--- config.mk ---
export PLATFORM = sky130hd
export DESIGN_NAME = ulr_core
export DESIGN_NICKNAME = d
export VERILOG_FILES = /design/src/core/ulr_pkg.sv /design/src/core/ulr_core.sv
export VERILOG_INCLUDE_DIRS = /design/src /design/src/core
export SDC_FILE = /design/constraint.sdc
export NUM_CORES = 1
export LEC_CHECK = 0
export BUFFER_PORTS_ARGS = -buffer_cell sky130_fd_sc_hd__buf_2
export CORE_MARGIN = 8
export CORE_UTILIZATION = 23
export CTS_BUF_LIST = sky130_fd_sc_hd__clkbuf_8
export CTS_CLUSTER_DIAMETER = 50
export CTS_CLUSTER_SIZE = 16
export DETAILED_ROUTE_END_ITERATION = 8
export GPL_TIMING_DRIVEN = 0
export HOLD_SLACK_MARGIN = 0.12
export SLEW_MARGIN = 20
export SYNTH_ARGS = -nofsm -noshare
export SYNTH_HDL_FRONTEND = slang
export SYNTH_SLANG_ARGS = --single-unit
--- constraint.sdc ---
create_clock -name clock_i -period 2.7 [get_ports clock_i]
set_clock_uncertainty 0.05 [all_clocks]
set_input_delay 0.54 -clock clock_i [delete_from_list [all_inputs] [get_ports clock_i]]
set_output_delay 0.54 -clock clock_i [all_outputs]
set_load 0.03 [all_outputs]
--- src/core/ulr_regs.svh ---
// register offsets, bit positions, reset values and thresholds of the uart receive/status block
// assumes inclusion by bare name from the core module and the testbench
`ifndef ULR_REGS_SVH
`define ULR_REGS_SVH

`define ULR_ADDR_W          12
`define ULR_OFS_HOLDING     12'hF40
`define ULR_OFS_STATUS      12'hF41
`define ULR_OFS_CTRL        12'hF50
`define ULR_OFS_IRQ_STS     12'hF51
`define ULR_OFS_IRQ_MASK    12'hF52

`define ULR_ST_RDA          7
`define ULR_ST_ERR6         6
`define ULR_ST_OVR          5
`define ULR_ST_FRM          4
`define ULR_ST_BRK          3
`define ULR_ST_TX_HOLDING_EMPTY         2
`define ULR_ST_TXE          1
`define ULR_ST_BIT0         0

`define ULR_CTRL_LIN        0
`define ULR_CTRL_SLAVE      1
`define ULR_CTRL_LOOP       2
`define ULR_CTRL_GATE       3
`define ULR_CTRL_RESET      8'h00

`define ULR_IRQ_RX          0
`define ULR_IRQ_ERR6        1
`define ULR_IRQ_OVR         2
`define ULR_IRQ_FRM         3
`define ULR_IRQ_BRK         4
`define ULR_IRQ_ATB         5
`define ULR_IRQ_W           6
`define ULR_IRQ_MASK_RESET  6'h00

`define ULR_BRK_SLEEP_BITS  8'h04
`define ULR_BRK_WAIT_BITS   8'h0B
`define ULR_BRK_ACT_BITS    8'h0A

`endif

--- src/core/ulr_pkg.sv ---
// types shared by the uart receive/status block and its neighbours
// assumes the receiver, transmitter and lin state machine live outside
package ulr_pkg;

    // one finished character from the receiver
    typedef struct packed {
        logic       valid;
        logic [7:0] data;
        logic       parity_bit;
        logic       stop_ok;
        logic       parity_err;
    } ulr_rx_char_t;

    // lin protocol events, each flag a one-cycle pulse, with the low-bit count
    typedef struct packed {
        logic       echo_mismatch;
        logic       autobaud_done;
        logic       autobaud_overflow;
        logic       low_end;
        logic [7:0] low_bits;
    } ulr_lin_evt_t;

    typedef enum logic [1:0] {
        LIN_SLEEP,
        LIN_WAIT_BREAK,
        LIN_ACTIVE,
        LIN_OTHER
    } ulr_lin_state_t;

endpackage

--- src/core/ulr_core.sv ---
// receive holding register, line status register, control and interrupt registers of a uart/lin port
// assumes receiver, transmitter and lin state machine on the same clock; cts pin is asynchronous
//
// The plain strobed port was chosen for this implementation.
`timescale 1ns/1ps
`include "ulr_regs.svh"

// Functional notes
// received byte held read-only at holding address; writes there feed the transmitter
// one status register, layout chosen by uart or lin mode
// bit 7 set while byte waits; cleared by holding read
// standard mode bit 6 parity fault; cleared by holding read
// bit 5 overrun when byte arrives unread; cleared by holding read
// bit 4 framing fault when stop bit missing; cleared by holding read
// standard mode bit 3 break when data, parity and stop all zero
// bit 2 high while transmit holding empty; cleared by holding write
// bit 1 reports transmit shifter idle
// standard bit 0 is cts level, or byte-waiting when loopback selected
// cts gates transmission only when send gate enable is one
// lin bit 6 echo mismatch; cleared by status or holding read
// lin slave bit 0 autobaud done, cleared by status read, zero in master
// lin slave autobaud overflow sets overrun and autobaud done together
// lin break after 4, 11 or 10 low bits by state; cleared by either read
module ulr_core
    import ulr_pkg::*;
(
    input  wire logic                    clock_i,
    input  wire logic                    rst_i,
    input  wire logic                    ce_i,
    input  wire logic [`ULR_ADDR_W-1:0]  addr_i,
    input  wire logic [7:0]              wr_data_i,
    input  wire logic                    wr_i,
    input  wire logic                    rd_i,
    output logic      [7:0]              rd_data_o,
    output logic                         irq_o,
    input  wire ulr_rx_char_t            rx_char_i,
    input  wire ulr_lin_evt_t            lin_evt_i,
    input  wire ulr_lin_state_t          lin_state_i,
    input  wire logic                    tx_take_i,
    input  wire logic                    tx_shifter_idle_i,
    input  wire logic                    cts_n_i,
    output logic      [7:0]              tx_data_o,
    output logic                         tx_load_o,
    output logic                         tx_send_ok_o
);

    ////////////////////////////////////////////////////////////////////////////
    // decode

    logic       hold_rd;
    logic       hold_wr;
    logic       stat_rd;
    logic       ctrl_wr;
    logic       isr_wr;
    logic       imr_wr;

    assign hold_rd = ce_i && rd_i && (addr_i == `ULR_OFS_HOLDING);
    assign hold_wr = ce_i && wr_i && (addr_i == `ULR_OFS_HOLDING);
    assign stat_rd = ce_i && rd_i && (addr_i == `ULR_OFS_STATUS);
    assign ctrl_wr = ce_i && wr_i && (addr_i == `ULR_OFS_CTRL);
    assign isr_wr  = ce_i && wr_i && (addr_i == `ULR_OFS_IRQ_STS);
    assign imr_wr  = ce_i && wr_i && (addr_i == `ULR_OFS_IRQ_MASK);

    ////////////////////////////////////////////////////////////////////////////
    // control register

    logic [7:0] ctrl;
    logic       lin_mode;
    logic       lin_slave;
    logic       loopback_select;
    logic       send_gate_enable;

    always_ff @(posedge clock_i) begin
        if (rst_i) begin
            ctrl <= `ULR_CTRL_RESET;
        end else if (ctrl_wr) begin
            ctrl <= {4'h0, wr_data_i[3:0]};
        end
    end

    assign lin_mode         = ctrl[`ULR_CTRL_LIN];
    assign lin_slave        = ctrl[`ULR_CTRL_SLAVE];
    assign loopback_select  = ctrl[`ULR_CTRL_LOOP];
    assign send_gate_enable = ctrl[`ULR_CTRL_GATE];

    ////////////////////////////////////////////////////////////////////////////
    // event detection

    logic       rx_new;
    logic       rx_byte_waiting;
    logic       rx_overrun;
    logic       framing_evt;
    logic       std_break;
    logic       lin_break;
    logic [7:0] brk_limit;
    logic       atb_evt;
    logic       ovr_evt;
    logic       brk_evt;
    logic       err6_evt;

    assign rx_new     = ce_i && rx_char_i.valid;
    assign rx_overrun = rx_new && rx_byte_waiting && !hold_rd;
    assign std_break  = (rx_char_i.data == 8'h00) && !rx_char_i.parity_bit && !rx_char_i.stop_ok;
    assign framing_evt = rx_new && !rx_char_i.stop_ok;

    always_comb begin
        case (lin_state_i)
            LIN_SLEEP:      brk_limit = `ULR_BRK_SLEEP_BITS;
            LIN_WAIT_BREAK: brk_limit = `ULR_BRK_WAIT_BITS;
            LIN_ACTIVE:     brk_limit = `ULR_BRK_ACT_BITS;
            default:        brk_limit = 8'hFF;
        endcase
    end

    assign lin_break = ce_i && lin_mode && lin_evt_i.low_end && (lin_state_i != LIN_OTHER)
                       && (lin_evt_i.low_bits >= brk_limit);
    assign atb_evt   = ce_i && lin_mode && lin_slave
                       && (lin_evt_i.autobaud_done || lin_evt_i.autobaud_overflow);
    assign ovr_evt   = rx_overrun || (ce_i && lin_mode && lin_slave && lin_evt_i.autobaud_overflow);
    assign brk_evt   = (rx_new && !lin_mode && std_break) || lin_break;
    assign err6_evt  = lin_mode ? (ce_i && lin_evt_i.echo_mismatch)
                                : (rx_new && rx_char_i.parity_err);

    ////////////////////////////////////////////////////////////////////////////
    // receive holding and status flags

    logic [7:0] receive_holding;
    logic       parity_fault;
    logic       bus_echo_mismatch;
    logic       overrun_fault;
    logic       framing_fault;
    logic       line_break_seen;
    logic       autobaud_done;
    logic       tx_holding_empty;

    // an overrun leaves the unread byte in place
    always_ff @(posedge clock_i) begin
        if (rst_i) receive_holding <= 8'h00;
        else if (rx_new && (!rx_byte_waiting || hold_rd)) receive_holding <= rx_char_i.data;
    end

    always_ff @(posedge clock_i) begin
        if (rst_i) rx_byte_waiting <= 1'b0;
        else if (rx_new) rx_byte_waiting <= 1'b1;
        else if (hold_rd) rx_byte_waiting <= 1'b0;
    end

    always_ff @(posedge clock_i) begin
        if (rst_i) parity_fault <= 1'b0;
        else if (rx_new && !lin_mode && rx_char_i.parity_err) parity_fault <= 1'b1;
        else if (hold_rd) parity_fault <= 1'b0;
    end

    always_ff @(posedge clock_i) begin
        if (rst_i) bus_echo_mismatch <= 1'b0;
        else if (ce_i && lin_mode && lin_evt_i.echo_mismatch) bus_echo_mismatch <= 1'b1;
        else if (hold_rd || stat_rd) bus_echo_mismatch <= 1'b0;
    end

    always_ff @(posedge clock_i) begin
        if (rst_i) overrun_fault <= 1'b0;
        else if (ovr_evt) overrun_fault <= 1'b1;
        else if (hold_rd) overrun_fault <= 1'b0;
    end

    always_ff @(posedge clock_i) begin
        if (rst_i) framing_fault <= 1'b0;
        else if (framing_evt) framing_fault <= 1'b1;
        else if (hold_rd) framing_fault <= 1'b0;
    end

    always_ff @(posedge clock_i) begin
        if (rst_i) line_break_seen <= 1'b0;
        else if (brk_evt) line_break_seen <= 1'b1;
        else if (hold_rd || (stat_rd && lin_mode)) line_break_seen <= 1'b0;
    end

    always_ff @(posedge clock_i) begin
        if (rst_i) autobaud_done <= 1'b0;
        else if (atb_evt) autobaud_done <= 1'b1;
        else if (stat_rd) autobaud_done <= 1'b0;
    end

    // a holding write in the take cycle is a new byte, so it wins
    always_ff @(posedge clock_i) begin
        if (rst_i) tx_holding_empty <= 1'b1;
        else if (hold_wr) tx_holding_empty <= 1'b0;
        else if (ce_i && tx_take_i) tx_holding_empty <= 1'b1;
    end

    ////////////////////////////////////////////////////////////////////////////
    // clear-to-send path

    logic cts_meta;
    logic cts_sync;
    logic cts_src;

    always_ff @(posedge clock_i) begin
        if (rst_i) begin
            cts_meta <= 1'b1;
            cts_sync <= 1'b1;
        end else if (ce_i) begin
            cts_meta <= cts_n_i;
            cts_sync <= cts_meta;
        end
    end

    assign cts_src = loopback_select ? rx_byte_waiting : cts_sync;

    always_ff @(posedge clock_i) begin
        if (rst_i) begin
            tx_send_ok_o <= 1'b1;
        end else if (ce_i) begin
            tx_send_ok_o <= !send_gate_enable || !cts_src;
        end
    end

    ////////////////////////////////////////////////////////////////////////////
    // transmit holding hand-off

    always_ff @(posedge clock_i) begin
        if (rst_i) tx_data_o <= 8'h00;
        else if (hold_wr) tx_data_o <= wr_data_i;
    end

    always_ff @(posedge clock_i) begin
        if (rst_i) tx_load_o <= 1'b0;
        else if (ce_i) tx_load_o <= hold_wr;
    end

    ////////////////////////////////////////////////////////////////////////////
    // interrupt status and mask

    logic [`ULR_IRQ_W-1:0] irq_sts;
    logic [`ULR_IRQ_W-1:0] irq_mask;
    logic [`ULR_IRQ_W-1:0] irq_set;

    assign irq_set = {atb_evt, brk_evt, framing_evt, ovr_evt, err6_evt, rx_new};

    // set wins over write-one-to-clear
    always_ff @(posedge clock_i) begin
        if (rst_i) begin
            irq_sts <= '0;
        end else if (ce_i) begin
            irq_sts <= irq_set | (irq_sts & ~(isr_wr ? wr_data_i[`ULR_IRQ_W-1:0] : '0));
        end
    end

    always_ff @(posedge clock_i) begin
        if (rst_i) begin
            irq_mask <= `ULR_IRQ_MASK_RESET;
        end else if (imr_wr) begin
            irq_mask <= wr_data_i[`ULR_IRQ_W-1:0];
        end
    end

    always_ff @(posedge clock_i) begin
        if (rst_i) begin
            irq_o <= 1'b0;
        end else if (ce_i) begin
            irq_o <= |(irq_sts & irq_mask);
        end
    end

    ////////////////////////////////////////////////////////////////////////////
    // read data

    logic [7:0] status_view;
    logic [7:0] rd_next;

    always_comb begin
        status_view                = 8'h00;
        status_view[`ULR_ST_RDA]   = rx_byte_waiting;
        status_view[`ULR_ST_ERR6]  = lin_mode ? bus_echo_mismatch : parity_fault;
        status_view[`ULR_ST_OVR]   = overrun_fault;
        status_view[`ULR_ST_FRM]   = framing_fault;
        status_view[`ULR_ST_BRK]   = line_break_seen;
        status_view[`ULR_ST_TX_HOLDING_EMPTY]  = tx_holding_empty;
        status_view[`ULR_ST_TXE]   = tx_shifter_idle_i;
        status_view[`ULR_ST_BIT0]  = lin_mode ? (lin_slave && autobaud_done) : cts_src;
    end

    always_comb begin
        case (addr_i)
            `ULR_OFS_HOLDING:  rd_next = receive_holding;
            `ULR_OFS_STATUS:   rd_next = status_view;
            `ULR_OFS_CTRL:     rd_next = ctrl;
            `ULR_OFS_IRQ_STS:  rd_next = {2'b00, irq_sts};
            `ULR_OFS_IRQ_MASK: rd_next = {2'b00, irq_mask};
            default:           rd_next = 8'h00;
        endcase
    end

    always_ff @(posedge clock_i) begin
        if (rst_i) begin
            rd_data_o <= 8'h00;
        end else if (ce_i) begin
            rd_data_o <= rd_i ? rd_next : 8'h00;
        end
    end
endmodule

# == Word level (Yosys, flattened, before mapping) ==
# Cells that the tools add are included.
# totals
ff_bits,53
word_cells,109
out_inout_bits,19
in_bits,54
# op_classes
n_eq_ne,8
order_cmp,1
bitwise,4
n_reduce_logical,56
muxes,21
# op_table
op,n
$eq A12 B12 Y1 const B,5
$pmux W8 S5,1
$logic_and A1 B1 Y1,31
$pmux W8 S3,1
$mux W1,17
$reduce_bool A2 Y1,8
$and A6 B6 Y6,2
$ge A8 B8 Y1,1
$logic_not A8 Y1,1
$mux W8,1
$logic_not A1 Y1,7
$logic_or A1 B1 Y1,7
$mux W6,1
$not A6 Y6,1
$or A6 B6 Y6,1
$reduce_or A6 Y1,1
$eq A2 B1 Y1 const B,1
$eq A2 B2 Y1 const B,1
$logic_not A2 Y1,1
$ne A2 B2 Y1 const B,1

# == Logic depth before layout (Yosys ltp) ==
# depth
ltp_word,6
depth_mapped,8
mapped_depth_nobuf,8

# == Worst setup path before layout ==
# Ideal clock, no wire load.
# synth_timing
path_kind,input-to-reg
start,input port lin_state_i[0]
end,register irq_sts[4]
stages,7
arrival_time_ps,1990
path_buffers,0
setup_ps,138
path_slack_ps,522
t_required_ps,2512
path_cell_list,ha_1 > or2_2 > ha_1 > nand2b_1 > a2111oi_0 > or3_1 > a41oi_1
# synth_between
elab_chain_cells,6
word_cells_on_any_way,10
cone_classes,1 x order compare; 3 x eq/ne; 1 x mux; 1 x bitwise; 4 x reduce/logical
# synth_lines
item,line,text
start: declaration,ulr_core.sv:38,"input wire ulr_lin_state_t lin_state_i,"
$eq A2 B2 Y1 (tied with other cells),ulr_core.sv:107,case (lin_state_i)
$pmux W8 S3,ulr_core.sv:107,
$ge A8 B8 Y1,ulr_core.sv:116,&& (lin_evt_i.low_bits >= brk_limit);
$logic_and A1 B1 Y1 (*),ulr_core.sv:116,
$logic_or A1 B1 Y1 (*),ulr_core.sv:120,assign brk_evt = (rx_new && !lin_mode && std_break) || lin_break;
$or A6 B6 Y6 (*),ulr_core.sv:245,irq_sts <= irq_set | (irq_sts & ~(isr_wr ? wr_data_i[`ULR_IRQ_W-1:0] : '0));
end signal: assignment,ulr_core.sv:245,
end: declaration,ulr_core.sv:234,logic [`ULR_IRQ_W-1:0] irq_sts;
# Mark *: on every way between the ends. The rest lies on a longest branch, timed or not.
# A chain may end at the register's enable or synchronous reset.

# == Worst setup path after layout ==
# Same ends and word-level chain as after synthesis.

==> summary.md <==
| Metric | Value |
|---|---|
| Status | `completed` |
| Share of flip-flops with an asynchronous set or reset | `0` |
| Critical path type | `in2reg` |
| Number of buffers inserted during clock tree synthesis | `5` |
| Setup repair after global routing missed its margin | `no` |
| Final-report setup violation count | `0` |
| Class of the most critical hold timing path | `in2reg` |
| Die area | `0.0168 mm²` |
| CTS-repair resized insts | `0` |
| Crit path max-delay family | `simple AND/OR/NAND/NOR gates` |
| Startpoint of the most critical register-to-register path | `rx_byte_waiting` |
| Cell count of the worst hold path | `3` |
| Vias in the first global route | `3,086` |
| Cell Count Post-Placement | `604` |
| Number of slew-limit violations in the final report | `0` |
| Via density per instance | `5.19` |
| Cell count of the worst reg-to-reg path | `5` |
| Tcrit/Tclk final | `0.810` |
| FMAX | `0.457 GHz` |
| Yosys reg bits | `53` |
| Total via count in the routed design | `3,170` |
| First DRT Iteration DRCs | `254` |
| Crit path launch type | `input pin` |
| Top cells by area in the synthesized netlist | `dfxtp_1 36%, o21ai_0 5.7%, a21oi_1 5.5%` |
| Syn-to-layout area delta | `22.3%` |
| Net Switching | `413 µW` |
| Mean routed wirelength per cell | `17.0 µm` |
| Floorplan core area | `0.0126 mm²` |
| Post-Synthesis Cells | `363` |
| Root cell of the clock tree | `clkbuf_8` |
| Post-synth EDFFs | `0` |
| Most used standard cells in the synthesized netlist | `53 x dfxtp_1, 34 x o21ai_0, 33 x a21oi_1` |
| Worst path max stage delay | `0.40 ns` |
| Count of inserted antenna diode cells | `0` |
| Total stage count of the critical path | `8` |
| Total gr overflow | `0` |
| Hold buffers post-CTS | `0` |
| Ys Warns | `0` |
| Clk sinks | `53` |
| Static leakage | `1.36 nW` |
| Prevailing post-synth register cell | `dfxtp_1` |
| Number of detailed-routing iterations run before antenna repair | `4` |
| Instance area after placement | `0.00354 mm²` |
| CTS tree | `done` |
| Area share of the largest cell type after synthesis | `0.356` |
| Slack of the worst reg-to-reg path | `0.92 ns` |
| Critical Path End Type | `register` |
| Data required, critical path | `2.82 ns` |
| Starting utilization of the core area | `0.236` |
| Level count of the clock H-tree | `2` |
| Clock network latency to the later pin of the worst-skew pair | `0.31 ns` |
| Final total power | `1.57 mW` |
| DP HPWL | `8170 µm` |
| TNS Setup | `0 ns` |
| Endpoint with the worst hold slack | `cts_meta` |
| Hold Crit Start | `cts_n_i` |
| Sequential cell area fraction in the yosys report | `0.356` |
| Switching fraction of total power | `0.264` |
| Bufs on Longest Clock Path | `2` |
| Cell at the slowest stage of the critical path | `a2111oi_0` |
| Top-level port count | `73` |
| Buf+Inv Stages, Crit Path | `1` |
| Wire length of the first global-routing pass | `15,900 µm` |
| Final Instance Count excl. Fillers | `611` |
| Routed wire length | `10,400 µm` |
| Final design area excluding fillers | `0.00364 mm²` |
| Postcts setup bufs | `0` |
| Post-detailed-route count of antenna-violating nets | `0` |
| Dominant cell by count in the synthesized netlist | `dfxtp_1` |
| Most common cell type on the critical path | `ha_1` |
| Weighted congestion at the end of routability-driven global placement | `0.893` |
| Tmin final | `2.19 ns` |
| Clk network pwr share | `0.341` |
| Share of total power in sequential cells | `0.517` |
| Int Power | `1.15 mW` |
| Global router's overall resource usage | `0.119` |
| Remaining routing DRC violations | `0` |
| Post-Synthesis Net Count | `428` |
| Chip Width | `130 µm` |
| Final hold violations | `0` |
| Layout cells sized above 1 | `0.230` |
| Count of input and output buffers | `69` |
| Slew @ Worst Pin | `0.565 ns` |
| WP data arrival | `2.30 ns` |
| Max-slew headroom | `0.623` |
| Max-Cap Viols | `0` |
| Row Count | `41` |
| Combinational share of power | `0.142` |
| Layout net count | `504` |
| VDD IR-drop max | `0.229 mV` |
| Maximum net fanout on the critical path | `3` |
| Initial antenna violation count | `1` |
| Chain of cells forming the critical path | `buf_2 -> ha_1 -> or2_2 -> ha_1 -> nand2b_1 -> a2111oi_0 -> or3_1 -> a41oi_1` |
| Clock transition at the registers of the reported paths | `0.09 ns` |
| Largest net degree at the start of global routing | `16` |
| Worst reg2reg path endpoint | `rd_data_o[0]` |
| Synthesized area | `0.00298 mm²` |
| Power Density | `430 mW/mm²` |
| Post-layout utilization of the core | `0.289` |
| Cell variety after synth | `55` |
| Mean post-synth cell area | `8.20 µm²` |
| Chip height | `130 µm` |
| Synth area leader | `dfxtp_1` |
## stage by stage
step                      hold slack, ns  setup slack [ns]
final                              0.407             0.513
after global routing               0.414             0.366
after CTS                          0.413             0.492
after detailed placement           0.413             0.166
after global placement             0.394             0.173
after floorplan                    0.391             0.522
## worst register-to-register path: stages, from the launching register on
cell and delay (ns):
dfxtp_1 0.33, clkbuf_1 0.41, mux2i_1 0.25, o21ai_0 0.27
o2111ai_1 0.17, a221oi_2 0.24
## flip-flops by register name, summed over array words and instances, names as in the netlist, 4 cells and up
| signal | cells |
|---|---|
| receive_holding | 8 |
| tx_data_o | 8 |
| rd_data_o | 8 |
| irq_sts | 6 |
| irq_mask | 6 |
| ctrl | 4 |
## power groups by stage
stage	combinational, mW	sequential, mW	clock [mW]
5_1_grt	0.244	0.811	0.580
6_report	0.222	0.809	0.534
3_5_place_dp	0.220	0.827	0
4_1_cts	0.220	0.809	0.540
3_3_place_gp	0.213	0.827	0
2_1_floorplan	0.125	0.824	0
## logic make-up (layout without fill, tap and decap cells)
group | after synthesis | after routing | synth area share
AO/OA/AOI/OAI | 116 | 116 | 0.245
adder cells (fa/ha/maj) | 11 | 11 | 0.0462
buffers and inverters | 43 | 119 | 0.0647
flip-flops | 53 | 53 | 0.356
multiplexers | 12 | 12 | 0.0458
AND/OR/NAND/NOR | 128 | 128 | 0.242
## worst max-delay path by stage
stage | start | endpoint | slack, ns
floorplan | lin_state_i[0] | irq_sts[4] | 0.52
global placement | lin_state_i[0] | irq_sts[4] | 0.17
detailed placement | lin_state_i[0] | line_break_seen | 0.17
CTS | lin_state_i[0] | line_break_seen | 0.49
global route | lin_state_i[0] | irq_sts[4] | 0.37
finish | lin_state_i[0] | irq_sts[4] | 0.51
## placed cells by master, fill, tap and decap left out, types with 2 or more instances in the layout
master,count
o311ai_0,9
o2111ai_1,3
a31oi_1,11
ha_1,11
a22o_1,4
a32oi_1,2
a41oi_1,2
and3_1,5
o22ai_1,2
nor2_1,9
and2_1,3
mux2_2,3
o2bb2ai_1,4
nor4b_1,8
nor3b_1,8
o21ai_0,34
clkbuf_1,20
nor3_1,4
nand2_1,32
or2_2,3
nor2b_1,2
a221oi_1,2
mux2i_1,8
buf_2,78
and4_1,2
nand3_1,29
buf_4,3
clkbuf_8,5
a21oi_1,33
nand4_1,7
nand2b_1,4
inv_1,9
dfxtp_1,53
a22oi_1,2
or3_1,2
## routing by layer
| metal | part of all wire | global-route usage |
|---|---|---|
| met4 | 0.018 | 0.0389 |
| met5 | 0.00077 | 0 |
| met2 | 0.51 | 0.210 |
| met3 | 0.071 | 0.0339 |
| met1 | 0.40 | 0.135 |
## cell type report
| type | instances | area (µm²) |
|---|---|---|
| Sequential cell | 53 | 1060 |
| Timing Repair Buffer | 69 | 345 |
| Tap cell | 172 | 215 |
| Clock inverter | 2 | 35.0 |
| Clock buffer | 5 | 68.8 |
| Inverter | 9 | 33.8 |
| Fill cell | 1395 | 8980 |
| Multi-Input combinational cell | 267 | 1720 |
| Buffer | 34 | 159 |
(Power assumes the default switching activity.)
